$ cat config.mk
export PLATFORM = sky130hd
export DESIGN_NAME = lid_decoder
export DESIGN_NICKNAME = d
export VERILOG_FILES = /design/src/lid_pkg.sv /design/src/lid_decoder.sv
export VERILOG_INCLUDE_DIRS = /design/src
export SDC_FILE = /design/constraint.sdc
export NUM_CORES = 1
export LEC_CHECK = 0
export ABC_AREA = 1
export BUFFER_PORTS_ARGS = -buffer_cell sky130_fd_sc_hd__buf_2
export CAP_MARGIN = 20
export CORE_MARGIN = 2
export CORE_UTILIZATION = 59
export DETAILED_ROUTE_END_ITERATION = 10
export GPL_TIMING_DRIVEN = 0
export PLACE_DENSITY = 0.95
export SETUP_SLACK_MARGIN = 0.2
export SLEW_MARGIN = 20
export SYNTH_ARGS = -nofsm -noshare
export SYNTH_HDL_FRONTEND = slang
export SYNTH_SLANG_ARGS = --single-unit
$ cat constraint.sdc
create_clock -name pclk -period 4.05 [get_ports pclk]
set_clock_uncertainty 0.2 [all_clocks]
set_input_delay 1.215 -clock pclk [delete_from_list [all_inputs] [get_ports pclk]]
set_output_delay 1.215 -clock pclk [all_outputs]
set_load 0.03 [all_outputs]
$ cat src/lid_map.svh
// field positions, opcodes, register offsets and reset values
`ifndef LID_MAP_SVH
`define LID_MAP_SVH
// long form fields, 48-bit word
`define LID_TOP3      47:45
`define LID_OP5       44:40
`define LID_OP6       44:42
`define LID_ZBIT      39
`define LID_LCNT      39:24
`define LID_UREG      38:32
`define LID_TERM      37:33
`define LID_REL       23:0
`define LID_IMM32     31:0
`define LID_G14       41
`define LID_D14       40
`define LID_L14       39
`define LID_G15       44
`define LID_I15       43:41
`define LID_D15       40
`define LID_L15       39
`define LID_B16       44
`define LID_I16       43:41
`define LID_M16       40:38
`define LID_G16       37
`define LID_BIT_OP    39:37
`define LID_SYS_REG   36:32
// short form fields, taken from word bits 47:16
`define LID_SPFX      31:28
`define LID_SI        27:25
`define LID_SD        24
`define LID_SL        23
`define LID_SG15      22
`define LID_SM        24:22
`define LID_SG16      21
`define LID_SSUB      18:16
`define LID_SUREG15   13:7
`define LID_SMOD      6:0
`define LID_SDAT16    15:0
`define LID_STOP3     31:29
`define LID_SOP5      28:24
`define LID_SBIT      23
`define LID_SUREG17   22:16
// opcode values
`define LID_TOP_000   3'h0
`define LID_TOP_100   3'h4
`define LID_TOP_101   3'h5
`define LID_OP_LCNT   5'h0C
`define LID_OP_LUREG  5'h0D
`define LID_OP_LTERM  5'h0E
`define LID_OP_UIMM   5'h0F
`define LID_OP_BIT    5'h14
`define LID_OP6_ABS   3'h4
`define LID_SPFX_VAL  4'h9
`define LID_SSUB_IDX  3'h2
`define LID_SSUB_IM   3'h1
`define LID_BIT_OP_LAST 3'h4
// register offsets and reset values
`define LID_OFF_CTRL  5'h00
`define LID_OFF_NWLO  5'h04
`define LID_OFF_NWHI  5'h08
`define LID_OFF_STAT  5'h0C
`define LID_OFF_LAST  5'h10
`define LID_CTRL_RST  1'h1
`define LID_NWLO_RST  32'h00000000
`define LID_NWHI_RST  32'hFFFFFFFF
`endif

$ cat src/lid_pkg.sv
// types shared by the loop and immediate move decoder
`default_nettype none
package lid_pkg;
  typedef enum logic [3:0] {
    KIND_NONE  = 4'h0,
    KIND_LCNT  = 4'h1,
    KIND_LTERM = 4'h2,
    KIND_MABS  = 4'h3,
    KIND_MIDX  = 4'h4,
    KIND_IMLD  = 4'h5,
    KIND_ULD   = 4'h6,
    KIND_BIT   = 4'h7
  } lid_kind_type;
  typedef struct packed {
    logic        start;
    logic        count_from_ureg;
    logic        until_term;
    logic [15:0] count;
    logic [6:0]  count_ureg;
    logic [4:0]  term;
    logic [23:0] end_addr;
  } lid_loop_type;
  typedef struct packed {
    logic        valid;
    logic        indexed;
    logic        write_mem;
    logic        long_word_req;
    logic        long_word_access;
    logic        gen_sel;
    logic [2:0]  idx;
    logic [6:0]  ureg;
    logic [31:0] addr_or_mod;
  } lid_mem_type;
  typedef struct packed {
    logic        idx_load;
    logic        mod_load;
    logic        ureg_load;
    logic        gen_sel;
    logic [2:0]  reg_sel;
    logic [6:0]  ureg;
    logic [31:0] data;
  } lid_imm_type;
  typedef struct packed {
    logic        valid;
    logic [2:0]  op;
    logic [4:0]  sys_reg_sel;
    logic [31:0] data;
  } lid_bit_type;
endpackage
`default_nettype wire

$ cat src/lid_decoder.sv
// loop setup and immediate move decode stage with apb control
// Functional notes
// - 000/01100: load 16-bit immediate loop count
// - 000/01101/0: loop count from universal register
// - loop end is instruction address plus offset
// - termination loop passes exit condition field
// - 000/100: absolute move, 8+24 bit address
// - direction bit picks memory read or write
// - long-word bit forces long access in range (absolute move only; indexed moves never set it)
// - universal selector names transfer register
// - 101: indexed move, 32-bit immediate modify
// - short indexed move: 1001, subfield 010
// - 100 then one: 32-bit index/modify load
// - generator bit picks data or program generator
// - short index/modify load: 1001, subfield 001
// - 000/01111/0: 32-bit universal register load
// - 01111 then one: 16-bit universal load
// - 000/10100: one of five bit operations
// - system register field names bit op target
//
// The implementer's own choices: the APB slave port and the register offsets.
`include "lid_map.svh"
`default_nettype none
module lid_decoder (
  // clock and reset
  input  wire logic                 pclk,
  input  wire logic                 presetn,
  // apb slave
  input  wire logic                 psel,
  input  wire logic                 penable,
  input  wire logic                 pwrite,
  input  wire logic [4:0]           paddr,
  input  wire logic [31:0]          pwdata,
  output logic                      pready,
  output logic [31:0]               prdata,
  output logic                      pslverr,
  // instruction from fetch
  input  wire logic                 instr_valid,
  input  wire logic                 instr_short,
  input  wire logic [47:0]          instr_word,
  input  wire logic [23:0]          instr_addr,
  // decoded controls
  output logic                      dec_valid,
  output lid_pkg::lid_kind_type     dec_kind,
  output lid_pkg::lid_loop_type     dec_loop,
  output lid_pkg::lid_mem_type      dec_mem,
  output lid_pkg::lid_imm_type      dec_imm,
  output lid_pkg::lid_bit_type      dec_bit
);
  logic                  pready_r;
  logic [31:0]           prdata_r;
  logic                  pslverr_r;
  logic                  enable_r;
  logic [31:0]           nwlo_r;
  logic [31:0]           nwhi_r;
  logic [15:0]           dec_cnt_r;
  logic [15:0]           bad_cnt_r;
  logic                  dec_valid_r;
  lid_pkg::lid_kind_type kind_r;
  lid_pkg::lid_kind_type kind_nxt;
  lid_pkg::lid_loop_type loop_r;
  lid_pkg::lid_loop_type loop_nxt;
  lid_pkg::lid_mem_type  mem_r;
  lid_pkg::lid_mem_type  mem_nxt;
  lid_pkg::lid_imm_type  imm_r;
  lid_pkg::lid_imm_type  imm_nxt;
  lid_pkg::lid_bit_type  bit_r;
  lid_pkg::lid_bit_type  bit_nxt;
  logic [31:0]           s;
  logic                  apb_acc;
  logic                  apb_wr;
  logic                  mapped;
  logic [31:0]           rd_val;

  assign s = instr_word[47:16];

  // apb: one wait state, answer registered
  assign apb_acc = psel & penable & ~pready_r;
  assign apb_wr  = psel & penable & pready_r & pwrite;
  always_comb begin
    mapped = 1'b1;
    rd_val = 32'h00000000;
    case (paddr)
      `LID_OFF_CTRL: rd_val = {31'h00000000, enable_r};
      `LID_OFF_NWLO: rd_val = nwlo_r;
      `LID_OFF_NWHI: rd_val = nwhi_r;
      `LID_OFF_STAT: rd_val = {bad_cnt_r, dec_cnt_r};
      `LID_OFF_LAST: rd_val = {28'h0000000, kind_r};
      default:       mapped = 1'b0;
    endcase
  end

  always_ff @(posedge pclk or negedge presetn) begin
    if (!presetn) begin
      pready_r  <= 1'b0;
      prdata_r  <= 32'h00000000;
      pslverr_r <= 1'b0;
    end else begin
      pready_r  <= apb_acc;
      pslverr_r <= apb_acc & ~mapped;
      // unmapped or write access reads back zero
      prdata_r  <= (apb_acc & ~pwrite) ? rd_val : 32'h00000000;
    end
  end

  // software controls: enable and normal word range
  always_ff @(posedge pclk or negedge presetn) begin
    if (!presetn) begin
      enable_r <= `LID_CTRL_RST;
      nwlo_r   <= `LID_NWLO_RST;
      nwhi_r   <= `LID_NWHI_RST;
    end else if (apb_wr) begin
      if (paddr == `LID_OFF_CTRL) enable_r <= pwdata[0];
      if (paddr == `LID_OFF_NWLO) nwlo_r <= pwdata;
      if (paddr == `LID_OFF_NWHI) nwhi_r <= pwdata;
    end
  end

  // decode: one form per accepted word, everything else is a nop
  always_comb begin
    kind_nxt = lid_pkg::KIND_NONE;
    loop_nxt = '0;
    mem_nxt  = '0;
    imm_nxt  = '0;
    bit_nxt  = '0;
    if (instr_valid && enable_r && instr_short) begin
      if (s[`LID_SPFX] == `LID_SPFX_VAL &&
          s[`LID_SSUB] == `LID_SSUB_IDX) begin
        kind_nxt            = lid_pkg::KIND_MIDX;
        mem_nxt.valid       = 1'b1;
        mem_nxt.indexed     = 1'b1;
        mem_nxt.idx         = s[`LID_SI];
        mem_nxt.write_mem   = s[`LID_SD];
        mem_nxt.long_word_req = s[`LID_SL];
        mem_nxt.gen_sel     = s[`LID_SG15];
        mem_nxt.ureg        = s[`LID_SUREG15];
        // short modify is signed, widened to the full word
        mem_nxt.addr_or_mod = {{25{s[6]}}, s[`LID_SMOD]};
      end else if (s[`LID_SPFX] == `LID_SPFX_VAL &&
                   s[`LID_SSUB] == `LID_SSUB_IM) begin
        kind_nxt         = lid_pkg::KIND_IMLD;
        imm_nxt.idx_load = 1'b1;
        imm_nxt.mod_load = 1'b1;
        imm_nxt.reg_sel  = s[`LID_SI];
        imm_nxt.gen_sel  = s[`LID_SG16];
        imm_nxt.data     = {{16{s[15]}}, s[`LID_SDAT16]};
        // the m field picks the modify register for the same load
        imm_nxt.ureg     = {4'h0, s[`LID_SM]};
      end else if (s[`LID_STOP3] == `LID_TOP_000 &&
                   s[`LID_SOP5] == `LID_OP_UIMM && s[`LID_SBIT]) begin
        kind_nxt          = lid_pkg::KIND_ULD;
        imm_nxt.ureg_load = 1'b1;
        imm_nxt.ureg      = s[`LID_SUREG17];
        imm_nxt.data      = {{16{s[15]}}, s[`LID_SDAT16]};
      end
    end else if (instr_valid && enable_r) begin
      case (instr_word[`LID_TOP3])
        `LID_TOP_000: begin
          if (instr_word[`LID_OP6] == `LID_OP6_ABS) begin
            kind_nxt = lid_pkg::KIND_MABS;
            mem_nxt.valid     = 1'b1;
            mem_nxt.gen_sel   = instr_word[`LID_G14];
            mem_nxt.write_mem = instr_word[`LID_D14];
            mem_nxt.long_word_req = instr_word[`LID_L14];
            mem_nxt.ureg      = instr_word[`LID_UREG];
            mem_nxt.addr_or_mod = instr_word[`LID_IMM32];
            // address known here, so range check is done now
            mem_nxt.long_word_access = instr_word[`LID_L14] &&
              instr_word[`LID_IMM32] >= nwlo_r &&
              instr_word[`LID_IMM32] <= nwhi_r;
          end else begin
            case (instr_word[`LID_OP5])
              `LID_OP_LCNT: begin
                kind_nxt       = lid_pkg::KIND_LCNT;
                loop_nxt.start = 1'b1;
                loop_nxt.count = instr_word[`LID_LCNT];
                loop_nxt.end_addr = instr_addr +
                  instr_word[`LID_REL];
              end
              `LID_OP_LUREG: begin
                if (!instr_word[`LID_ZBIT]) begin
                  kind_nxt = lid_pkg::KIND_LCNT;
                  loop_nxt.start = 1'b1;
                  loop_nxt.count_from_ureg = 1'b1;
                  loop_nxt.count_ureg = instr_word[`LID_UREG];
                  loop_nxt.end_addr = instr_addr +
                    instr_word[`LID_REL];
                end
              end
              `LID_OP_LTERM: begin
                kind_nxt = lid_pkg::KIND_LTERM;
                loop_nxt.start = 1'b1;
                loop_nxt.until_term = 1'b1;
                loop_nxt.term = instr_word[`LID_TERM];
                loop_nxt.end_addr = instr_addr +
                  instr_word[`LID_REL];
              end
              `LID_OP_UIMM: begin
                if (!instr_word[`LID_ZBIT]) begin
                  kind_nxt = lid_pkg::KIND_ULD;
                  imm_nxt.ureg_load = 1'b1;
                  imm_nxt.ureg = instr_word[`LID_UREG];
                  imm_nxt.data = instr_word[`LID_IMM32];
                end
              end
              `LID_OP_BIT: begin
                // codes above the fifth operation stay a nop
                if (instr_word[`LID_BIT_OP] <= `LID_BIT_OP_LAST) begin
                  kind_nxt = lid_pkg::KIND_BIT;
                  bit_nxt.valid = 1'b1;
                  bit_nxt.op   = instr_word[`LID_BIT_OP];
                  bit_nxt.sys_reg_sel = instr_word[`LID_SYS_REG];
                  bit_nxt.data = instr_word[`LID_IMM32];
                end
              end
              default: kind_nxt = lid_pkg::KIND_NONE;
            endcase
          end
        end
        `LID_TOP_100: begin
          if (instr_word[`LID_B16]) begin
            kind_nxt = lid_pkg::KIND_IMLD;
            imm_nxt.idx_load = 1'b1;
            imm_nxt.mod_load = 1'b1;
            imm_nxt.reg_sel  = instr_word[`LID_I16];
            imm_nxt.ureg     = {4'h0, instr_word[`LID_M16]};
            imm_nxt.gen_sel  = instr_word[`LID_G16];
            imm_nxt.data     = instr_word[`LID_IMM32];
          end
        end
        `LID_TOP_101: begin
          kind_nxt = lid_pkg::KIND_MIDX;
          mem_nxt.valid     = 1'b1;
          mem_nxt.indexed   = 1'b1;
          mem_nxt.gen_sel   = instr_word[`LID_G15];
          mem_nxt.idx       = instr_word[`LID_I15];
          mem_nxt.write_mem = instr_word[`LID_D15];
          mem_nxt.long_word_req = instr_word[`LID_L15];
          mem_nxt.ureg      = instr_word[`LID_UREG];
          mem_nxt.addr_or_mod = instr_word[`LID_IMM32];
        end
        default: kind_nxt = lid_pkg::KIND_NONE;
      endcase
    end
  end

  // one registered result per accepted word
  always_ff @(posedge pclk or negedge presetn) begin
    if (!presetn) begin
      dec_valid_r <= 1'b0;
      kind_r      <= lid_pkg::KIND_NONE;
      loop_r      <= '0;
      mem_r       <= '0;
      imm_r       <= '0;
      bit_r       <= '0;
    end else begin
      dec_valid_r <= kind_nxt != lid_pkg::KIND_NONE;
      kind_r      <= kind_nxt;
      loop_r      <= loop_nxt;
      mem_r       <= mem_nxt;
      imm_r       <= imm_nxt;
      bit_r       <= bit_nxt;
    end
  end

  // counters saturate so software never sees a wrap
  always_ff @(posedge pclk or negedge presetn) begin
    if (!presetn) begin
      dec_cnt_r <= 16'h0000;
      bad_cnt_r <= 16'h0000;
    end else if (instr_valid && enable_r) begin
      if (kind_nxt != lid_pkg::KIND_NONE && dec_cnt_r != 16'hFFFF)
        dec_cnt_r <= dec_cnt_r + 16'h0001;
      if (kind_nxt == lid_pkg::KIND_NONE && bad_cnt_r != 16'hFFFF)
        bad_cnt_r <= bad_cnt_r + 16'h0001;
    end
  end

  assign pready    = pready_r;
  assign prdata    = prdata_r;
  assign pslverr   = pslverr_r;
  assign dec_valid = dec_valid_r;
  assign dec_kind  = kind_r;
  assign dec_loop  = loop_r;
  assign dec_mem   = mem_r;
  assign dec_imm   = imm_r;
  assign dec_bit   = bit_r;
endmodule
`default_nettype wire

### Word-level counts from Yosys, hierarchy flattened

Index checks and enable logic that the tools add are counted.

| word-level totals | value |
|---|---|
| flip-flop bits (word level) | 326 |
| bits in latches | 0 |
| input bits | 116 |
| memory bits (writable) | 0 |
| word-level logic and storage cells | 162 |
| ROM bits | 0 |
| memories | 0 |

| operators by class | value |
|---|---|
| bitwise operators | 9 |
| divide/modulo/power cells | 0 |
| shifts and indexed selects | 0 |
| $lt $le $gt $ge | 3 |
| equal/unequal tests | 17 |
| $mul | 0 |
| add/subtract/negate cells | 3 |
| muxes and demuxes | 72 |
| reductions and logical operators | 21 |

Operators by type and width:

| operator | count |
|---|---|
| $mux W41 | 6 |
| $mux W39 | 6 |
| $mux W55 | 4 |
| $pmux W32 S5 | 1 |
| $pmux W39 S2 | 2 |
| $mux W46 | 3 |
| $mux W43 | 3 |
| $mux W48 | 1 |
| $pmux W24 S2 | 1 |
| $add A16 B1 Y16 const B | 2 |
| $ge A32 B32 Y1 | 1 |
| $le A32 B32 Y1 | 1 |
| $mux W32 | 1 |
| $ne A16 B16 Y1 const B | 2 |
| $eq A5 B4 Y1 const B | 6 |
| $mux W3 | 9 |
| $add A24 B24 Y24 | 1 |
| $mux W24 | 1 |
| $mux W4 | 6 |
| $mux W16 | 1 |
| $pmux W3 S5 | 1 |
| $mux W1 | 14 |
| $mux W7 | 2 |
| $eq A5 B5 Y1 const B | 2 |
| 21 further kinds | 48 |

### Longest topological paths before layout

| depth | value |
|---|---|
| depth in word-level cells | 10 |
| gate-level depth with buffers | 15 |
| gate-level depth less buffers | 14 |

### Least setup slack after synthesis

No wires, ideal clock.

| timing | value |
|---|---|
| path kind | in2reg |
| start | input port instr_word[0] |
| end | register loop_r, in the netlist dec_loop[16] |
| data arrival time | 2707 ps |
| setup time | 119 ps |
| path buffers | 0 |
| data required time | 3731 ps |
| path slack | 1024 ps |
| stages on the path | 8 |
| cell sequence | ha_1 inv_1 fa_1 o31ai_1 a21oi_1 nand3b_1 a21oi_1 nor2_1 |

RTL lines:

| what | line | text |
|---|---|---|
| start: declaration | lid_decoder.sv:40 | `input wire logic [47:0] instr_word,` |
| end signal: assignment | lid_decoder.sv:259 | `loop_r <= loop_nxt;` |
| end: declaration | lid_decoder.sv:61 | `lid_pkg::lid_loop_type loop_r;` |

==> PnR_summary.wiki <==
{| class="wikitable"
! Metric !! Value
|-
| Number of synthesized flops with an enable pin || 0
|-
| Final hold vios || 0
|-
| Ys Warns || 0
|-
| Leakage power total || approximately 10 nW
|-
| Clock-pin transition on the worst setup and hold timing paths || roughly 0.06 ns
|-
| Data arrival time at the worst-slack endpoint || around 3.5 ns
|-
| Unrepaired setup endpoints after global routing || false
|-
| Die outline height || about 170 um
|-
| Layout Area Growth over Synthesis || 21.43%
|-
| Total I/O pin count || about 350
|-
| Clock tree sinks || ~320
|-
| Routed length per placed instance || slightly above 20 um
|-
| Final Critical Period || 3.254 ns
|-
| HPWL reported at the end of detailed placement || between 30000 and 40000 um
|-
| Critical-path cell list || buf_2 -> inv_1 -> fa_1 -> o31ai_1 -> a21oi_1 -> o21ai_0 -> o21ai_0 -> a21oi_1
|-
| CORE AREA || roughly 26000 sq um
|-
| DRT iter0 DRCs || approximately 1500
|-
| Placed cell count || about 2500
|-
| Asr flop ratio synth || 100.0%
|-
| Floorplan die width || around 170 um
|-
| Final cell count without fillers || about 2500
|-
| Via count of the routed design || about 15000
|-
| Highest cell delay on the worst timing path || 0.61 ns
|-
| Worst path top cell family by delay || compound AO/OA/AOI/OAI gates
|-
| Worst Tran Pin Value || approximately 0.72 ns
|-
| # H-tree levels || 2
|-
| Wire length of the first global-routing pass || 79340 um
|-
| Setup crit start kind || primary input
|-
| First drt pass iteration count || 5
|-
| Status || complete, no violations
|-
| Slack of the critical path || ~0.80 ns
|-
| Proportion of total power due to net switching || between 20% and 30%
|-
| Post-route cell area || roughly 19000 sq um
|-
| Count of input and output buffers || roughly 340
|-
| Total track usage || between 30% and 40%
|-
| Gate Count Post-Synth || roughly 1800
|-
| # DRC || 0
|-
| Net count of the mapped netlist || 1987
|-
| Kind of capture point of the worst setup path || flop
|-
| Starting Density || 60.15%
|-
| Last weighted congestion value of the routability-driven placer || 0.9967
|-
| Final Slew Violations || 0
|-
| Pin count of the biggest net entering global routing || between 90 and 100
|-
| Combined buffer and inverter count along the critical path || 2
|-
| Top cell type's share of synthesized area || 46.46%
|-
| Worst-path cell with the longest stage delay || sky130_fd_sc_hd__o31ai_1
|-
| Top FF cell, synth || sky130_fd_sc_hd__dfrtp_1
|-
| Number of distinct standard cells referenced by the synthesized netlist || 52
|-
| Post-place instance area || 17900 sq um
|-
| Average vias per placed instance || just under 6
|-
| Path type of the worst min-delay path || reg -> reg
|-
| Std-Cell Rows || between 50 and 60
|-
| Critical hold path startpoint || nwlo_r[13]
|-
| Total power after layout || around 7.1 mW
|-
| Flop and latch count out of synthesis || 324
|-
| Total congestion overflow || 0
|-
| Number of buffers created by CTS || 34
|-
| Die area || about 28000 sq um
|-
| TritonCTS clock tree || built
|-
| Worst supply voltage drop on vdd || around 0.37 mV
|-
| Endpoints failing setup || 0
|-
| Combinational group share of total power || between 8 and 9%
|-
| Critical path data required time || approximately 4.3 ns
|-
| Worst slack at placement || about 0.28 ns
|-
| Pwr per Cell Area || about 370 nW/um^2
|-
| Number of post-CTS setup repair buffers || 0
|-
| Number of antenna violations at the first check in global routing || 0
|-
| Portion of total power attributed to the clock network || 44.9%
|-
| Master cell of the clock root buffer || sky130_fd_sc_hd__clkbuf_16
|-
| Number of global-route vias before repair || 14675
|-
| Proportion of layout cells with a drive suffix above 1 || about 22%
|-
| Share of synthesized area occupied by flip-flops and latches || 51.99%
|-
| Post-Route Hold Slack || roughly 0.29 ns
|-
| Register share of total power || ~46%
|-
| Dominant cells by area after synthesis || sky130_fd_sc_hd__dfrtp_1, sky130_fd_sc_hd__nand2_1, sky130_fd_sc_hd__ha_1
|-
| Clk buf depth || 3
|-
| Maximum fanout along the worst path || 4
|-
| Post-Synthesis Cell Area || approximately 16000 sq um
|-
| Clock insertion delay at the later pin of the skew report || ~0.53 ns
|-
| Detail Route Antenna Nets || 0
|-
| Max-capacitance violation count || 0
|-
| Mean instance size in the synthesized netlist || around 8.8 sq um
|-
| Maximum clock frequency || 0.3073 GHz
|-
| Net total in the final layout || 2369
|-
| Worst reg2reg path startpoint || enable_r
|-
| Internal power || ~5.4 mW
|-
| Synth area leader || sky130_fd_sc_hd__dfrtp_1
|-
| First element of the critical path || instr_word[1]
|-
| Final clock period utilization by the worst path || around 80%
|-
| Max transition margin || between 50% and 60%
|-
| Type of the worst setup path || in -> reg
|-
| Net Sw Power || 1.757 mW
|-
| Hold-fix buffers, CTS || 0
|-
| Cells resized by post-CTS repair || 0
|-
| Total Routed Length || a little over 50000 um
|}
## worst reg2reg max path, stage by stage (launching register included)
cell and delay, ns:
sky130_fd_sc_hd__dfstp_2 0.56, sky130_fd_sc_hd__nand2_1 0.19, sky130_fd_sc_hd__nor2_4 0.22, sky130_fd_sc_hd__nand2_2 0.18, sky130_fd_sc_hd__nor2_1 0.18, sky130_fd_sc_hd__nand2_1 0.12, sky130_fd_sc_hd__nor2_1 0.18, sky130_fd_sc_hd__inv_2 0.14
sky130_fd_sc_hd__buf_1 0.33, sky130_fd_sc_hd__nor2_1 0.36
## synth_stat cells, types with 2 or more instances
cell and instances:
sky130_fd_sc_hd__nor2_1 171, sky130_fd_sc_hd__clkbuf_1 42, sky130_fd_sc_hd__dfstp_2 33, sky130_fd_sc_hd__clkinv_1 2, sky130_fd_sc_hd__nand4_2 2, sky130_fd_sc_hd__o21ai_0 151, sky130_fd_sc_hd__o211ai_1 7, sky130_fd_sc_hd__nand2_1 300
sky130_fd_sc_hd__nor3_1 46, sky130_fd_sc_hd__o31ai_1 33, sky130_fd_sc_hd__and2_1 2, sky130_fd_sc_hd__buf_1 4, sky130_fd_sc_hd__a211oi_1 2, sky130_fd_sc_hd__nor2_4 3, sky130_fd_sc_hd__nor4_1 4, sky130_fd_sc_hd__o22ai_1 40
sky130_fd_sc_hd__o21bai_1 3, sky130_fd_sc_hd__buf_4 5, sky130_fd_sc_hd__ha_1 89, sky130_fd_sc_hd__buf_2 3, sky130_fd_sc_hd__nand2_2 4, sky130_fd_sc_hd__nand4_1 33, sky130_fd_sc_hd__nor2_2 4, sky130_fd_sc_hd__nand3_1 77
sky130_fd_sc_hd__o32ai_1 2, sky130_fd_sc_hd__dfrtp_1 291, sky130_fd_sc_hd__a31oi_1 2, sky130_fd_sc_hd__a21oi_1 80, sky130_fd_sc_hd__o21a_1 9, sky130_fd_sc_hd__o221ai_1 5, sky130_fd_sc_hd__xor2_1 31, sky130_fd_sc_hd__inv_1 271
sky130_fd_sc_hd__inv_2 11
## cell usage in the layout (no fill, tap or decap), types with 4 or more instances in the layout
cell type | Yosys | final
sky130_fd_sc_hd__a21oi_1 | 80 | 80
sky130_fd_sc_hd__o31ai_1 | 33 | 33
sky130_fd_sc_hd__clkbuf_8 | 0 | 6
sky130_fd_sc_hd__buf_4 | 5 | 5
sky130_fd_sc_hd__inv_1 | 271 | 271
sky130_fd_sc_hd__o22ai_1 | 40 | 40
sky130_fd_sc_hd__clkinv_2 | 0 | 6
sky130_fd_sc_hd__nand3_1 | 77 | 77
sky130_fd_sc_hd__ha_1 | 89 | 89
sky130_fd_sc_hd__nor2_1 | 171 | 171
sky130_fd_sc_hd__clkbuf_1 | 42 | 50
sky130_fd_sc_hd__clkbuf_16 | 0 | 35
sky130_fd_sc_hd__inv_2 | 11 | 11
sky130_fd_sc_hd__buf_2 | 3 | 345
sky130_fd_sc_hd__o221ai_1 | 5 | 5
sky130_fd_sc_hd__o21a_1 | 9 | 9
sky130_fd_sc_hd__o21ai_0 | 151 | 151
sky130_fd_sc_hd__nand4_1 | 33 | 33
sky130_fd_sc_hd__xor2_1 | 31 | 31
sky130_fd_sc_hd__buf_1 | 4 | 4
sky130_fd_sc_hd__nor2_2 | 4 | 4
sky130_fd_sc_hd__nor4_1 | 4 | 4
sky130_fd_sc_hd__dfstp_2 | 33 | 33
sky130_fd_sc_hd__nand2_1 | 300 | 300
sky130_fd_sc_hd__o211ai_1 | 7 | 7
sky130_fd_sc_hd__nand2_2 | 4 | 4
sky130_fd_sc_hd__dfrtp_1 | 291 | 291
sky130_fd_sc_hd__nor3_1 | 46 | 46
## path summary, 6_finish.rpt
| check | to | slack (ns) | depth (start not counted) |
|---|---|---|---|
| worst max register to register | dec_bit[23] | 1.24 | 9 |
| min in group asynchronous | dec_bit[25] | 0.42 | 1 |
| worst max-delay path | dec_loop[12] | 0.80 | 8 |
| max in group asynchronous | nwhi_r[8] | 1.61 | 4 |
| worst min register to register | nwlo_r[13] | 0.29 | 2 |
| worst min-delay path | nwlo_r[13] | 0.29 | 2 |
## state kept, by name, indices dropped and copies added (netlist names)
register	cells
dec_loop	55
dec_mem	48
dec_valid	1
bad_cnt_r	16
enable_r	1
prdata	32
dec_kind	3
pready	1
nwhi_r	32
dec_bit	41
dec_cnt_r	16
dec_imm	45
pslverr	1
nwlo_r	32
## power by group through the flow
stage | sequential (mW) | combinational [mW] | clock (mW)
2_1_floorplan | 3.34 | 0.310 | 0
3_3_place_gp | 3.35 | 0.573 | 0
3_5_place_dp | 3.35 | 0.606 | 0
4_1_cts | 3.29 | 0.614 | 3.19
5_1_grt | 3.29 | 0.691 | 3.32
6_report | 3.29 | 0.628 | 3.19
## routing by layer
layer	share of wire [%]	vias up	GRT usage (%)
li1	-	6596	-
met1	37	7006	45.66
met2	47	995	60.53
met3	10	242	7.010
met4	5.9	0	18.63
met5	0	-	0
## metrics by stage
step | util [%] | setup TNS (ns)
after floorplan | - | 0
after global placement | 68.35 | -1227.91
after detailed placement | 68.70 | 0
after CTS | 73.04 | 0
after global routing | 73.04 | 0
final | 73.04 | 0
## cells by family (layout without fill, tap and decap cells)
group                    after synthesis  after routing  share of synthesized area [%]
adder cells (fa/ha/maj)               90             90                          7.232
XOR/XNOR                              32             32                          1.788
AO/OA/AOI/OAI                        342            342                          12.59
other                                  1              2                        0.02392
AND/OR/NAND/NOR                      653            653                          18.07
buffers and inverters                339            745                          8.309
flip-flops                           324            324                          51.99
## area by class of cell
cell class / instances / area, sq um
clock buffer: 49 / 988.4
clock inverter: 11 / 140.1
tap: 335 / 419.2
timing repair buffer: 346 / 1809
inverter: 284 / 1066
multi-input combinational: 1118 / 6223
fill: 1902 / 7024
antenna: 1 / 2.502
buffer: 55 / 236.5
sequential: 324 / 8149
Power figures use the tool's default switching activity.
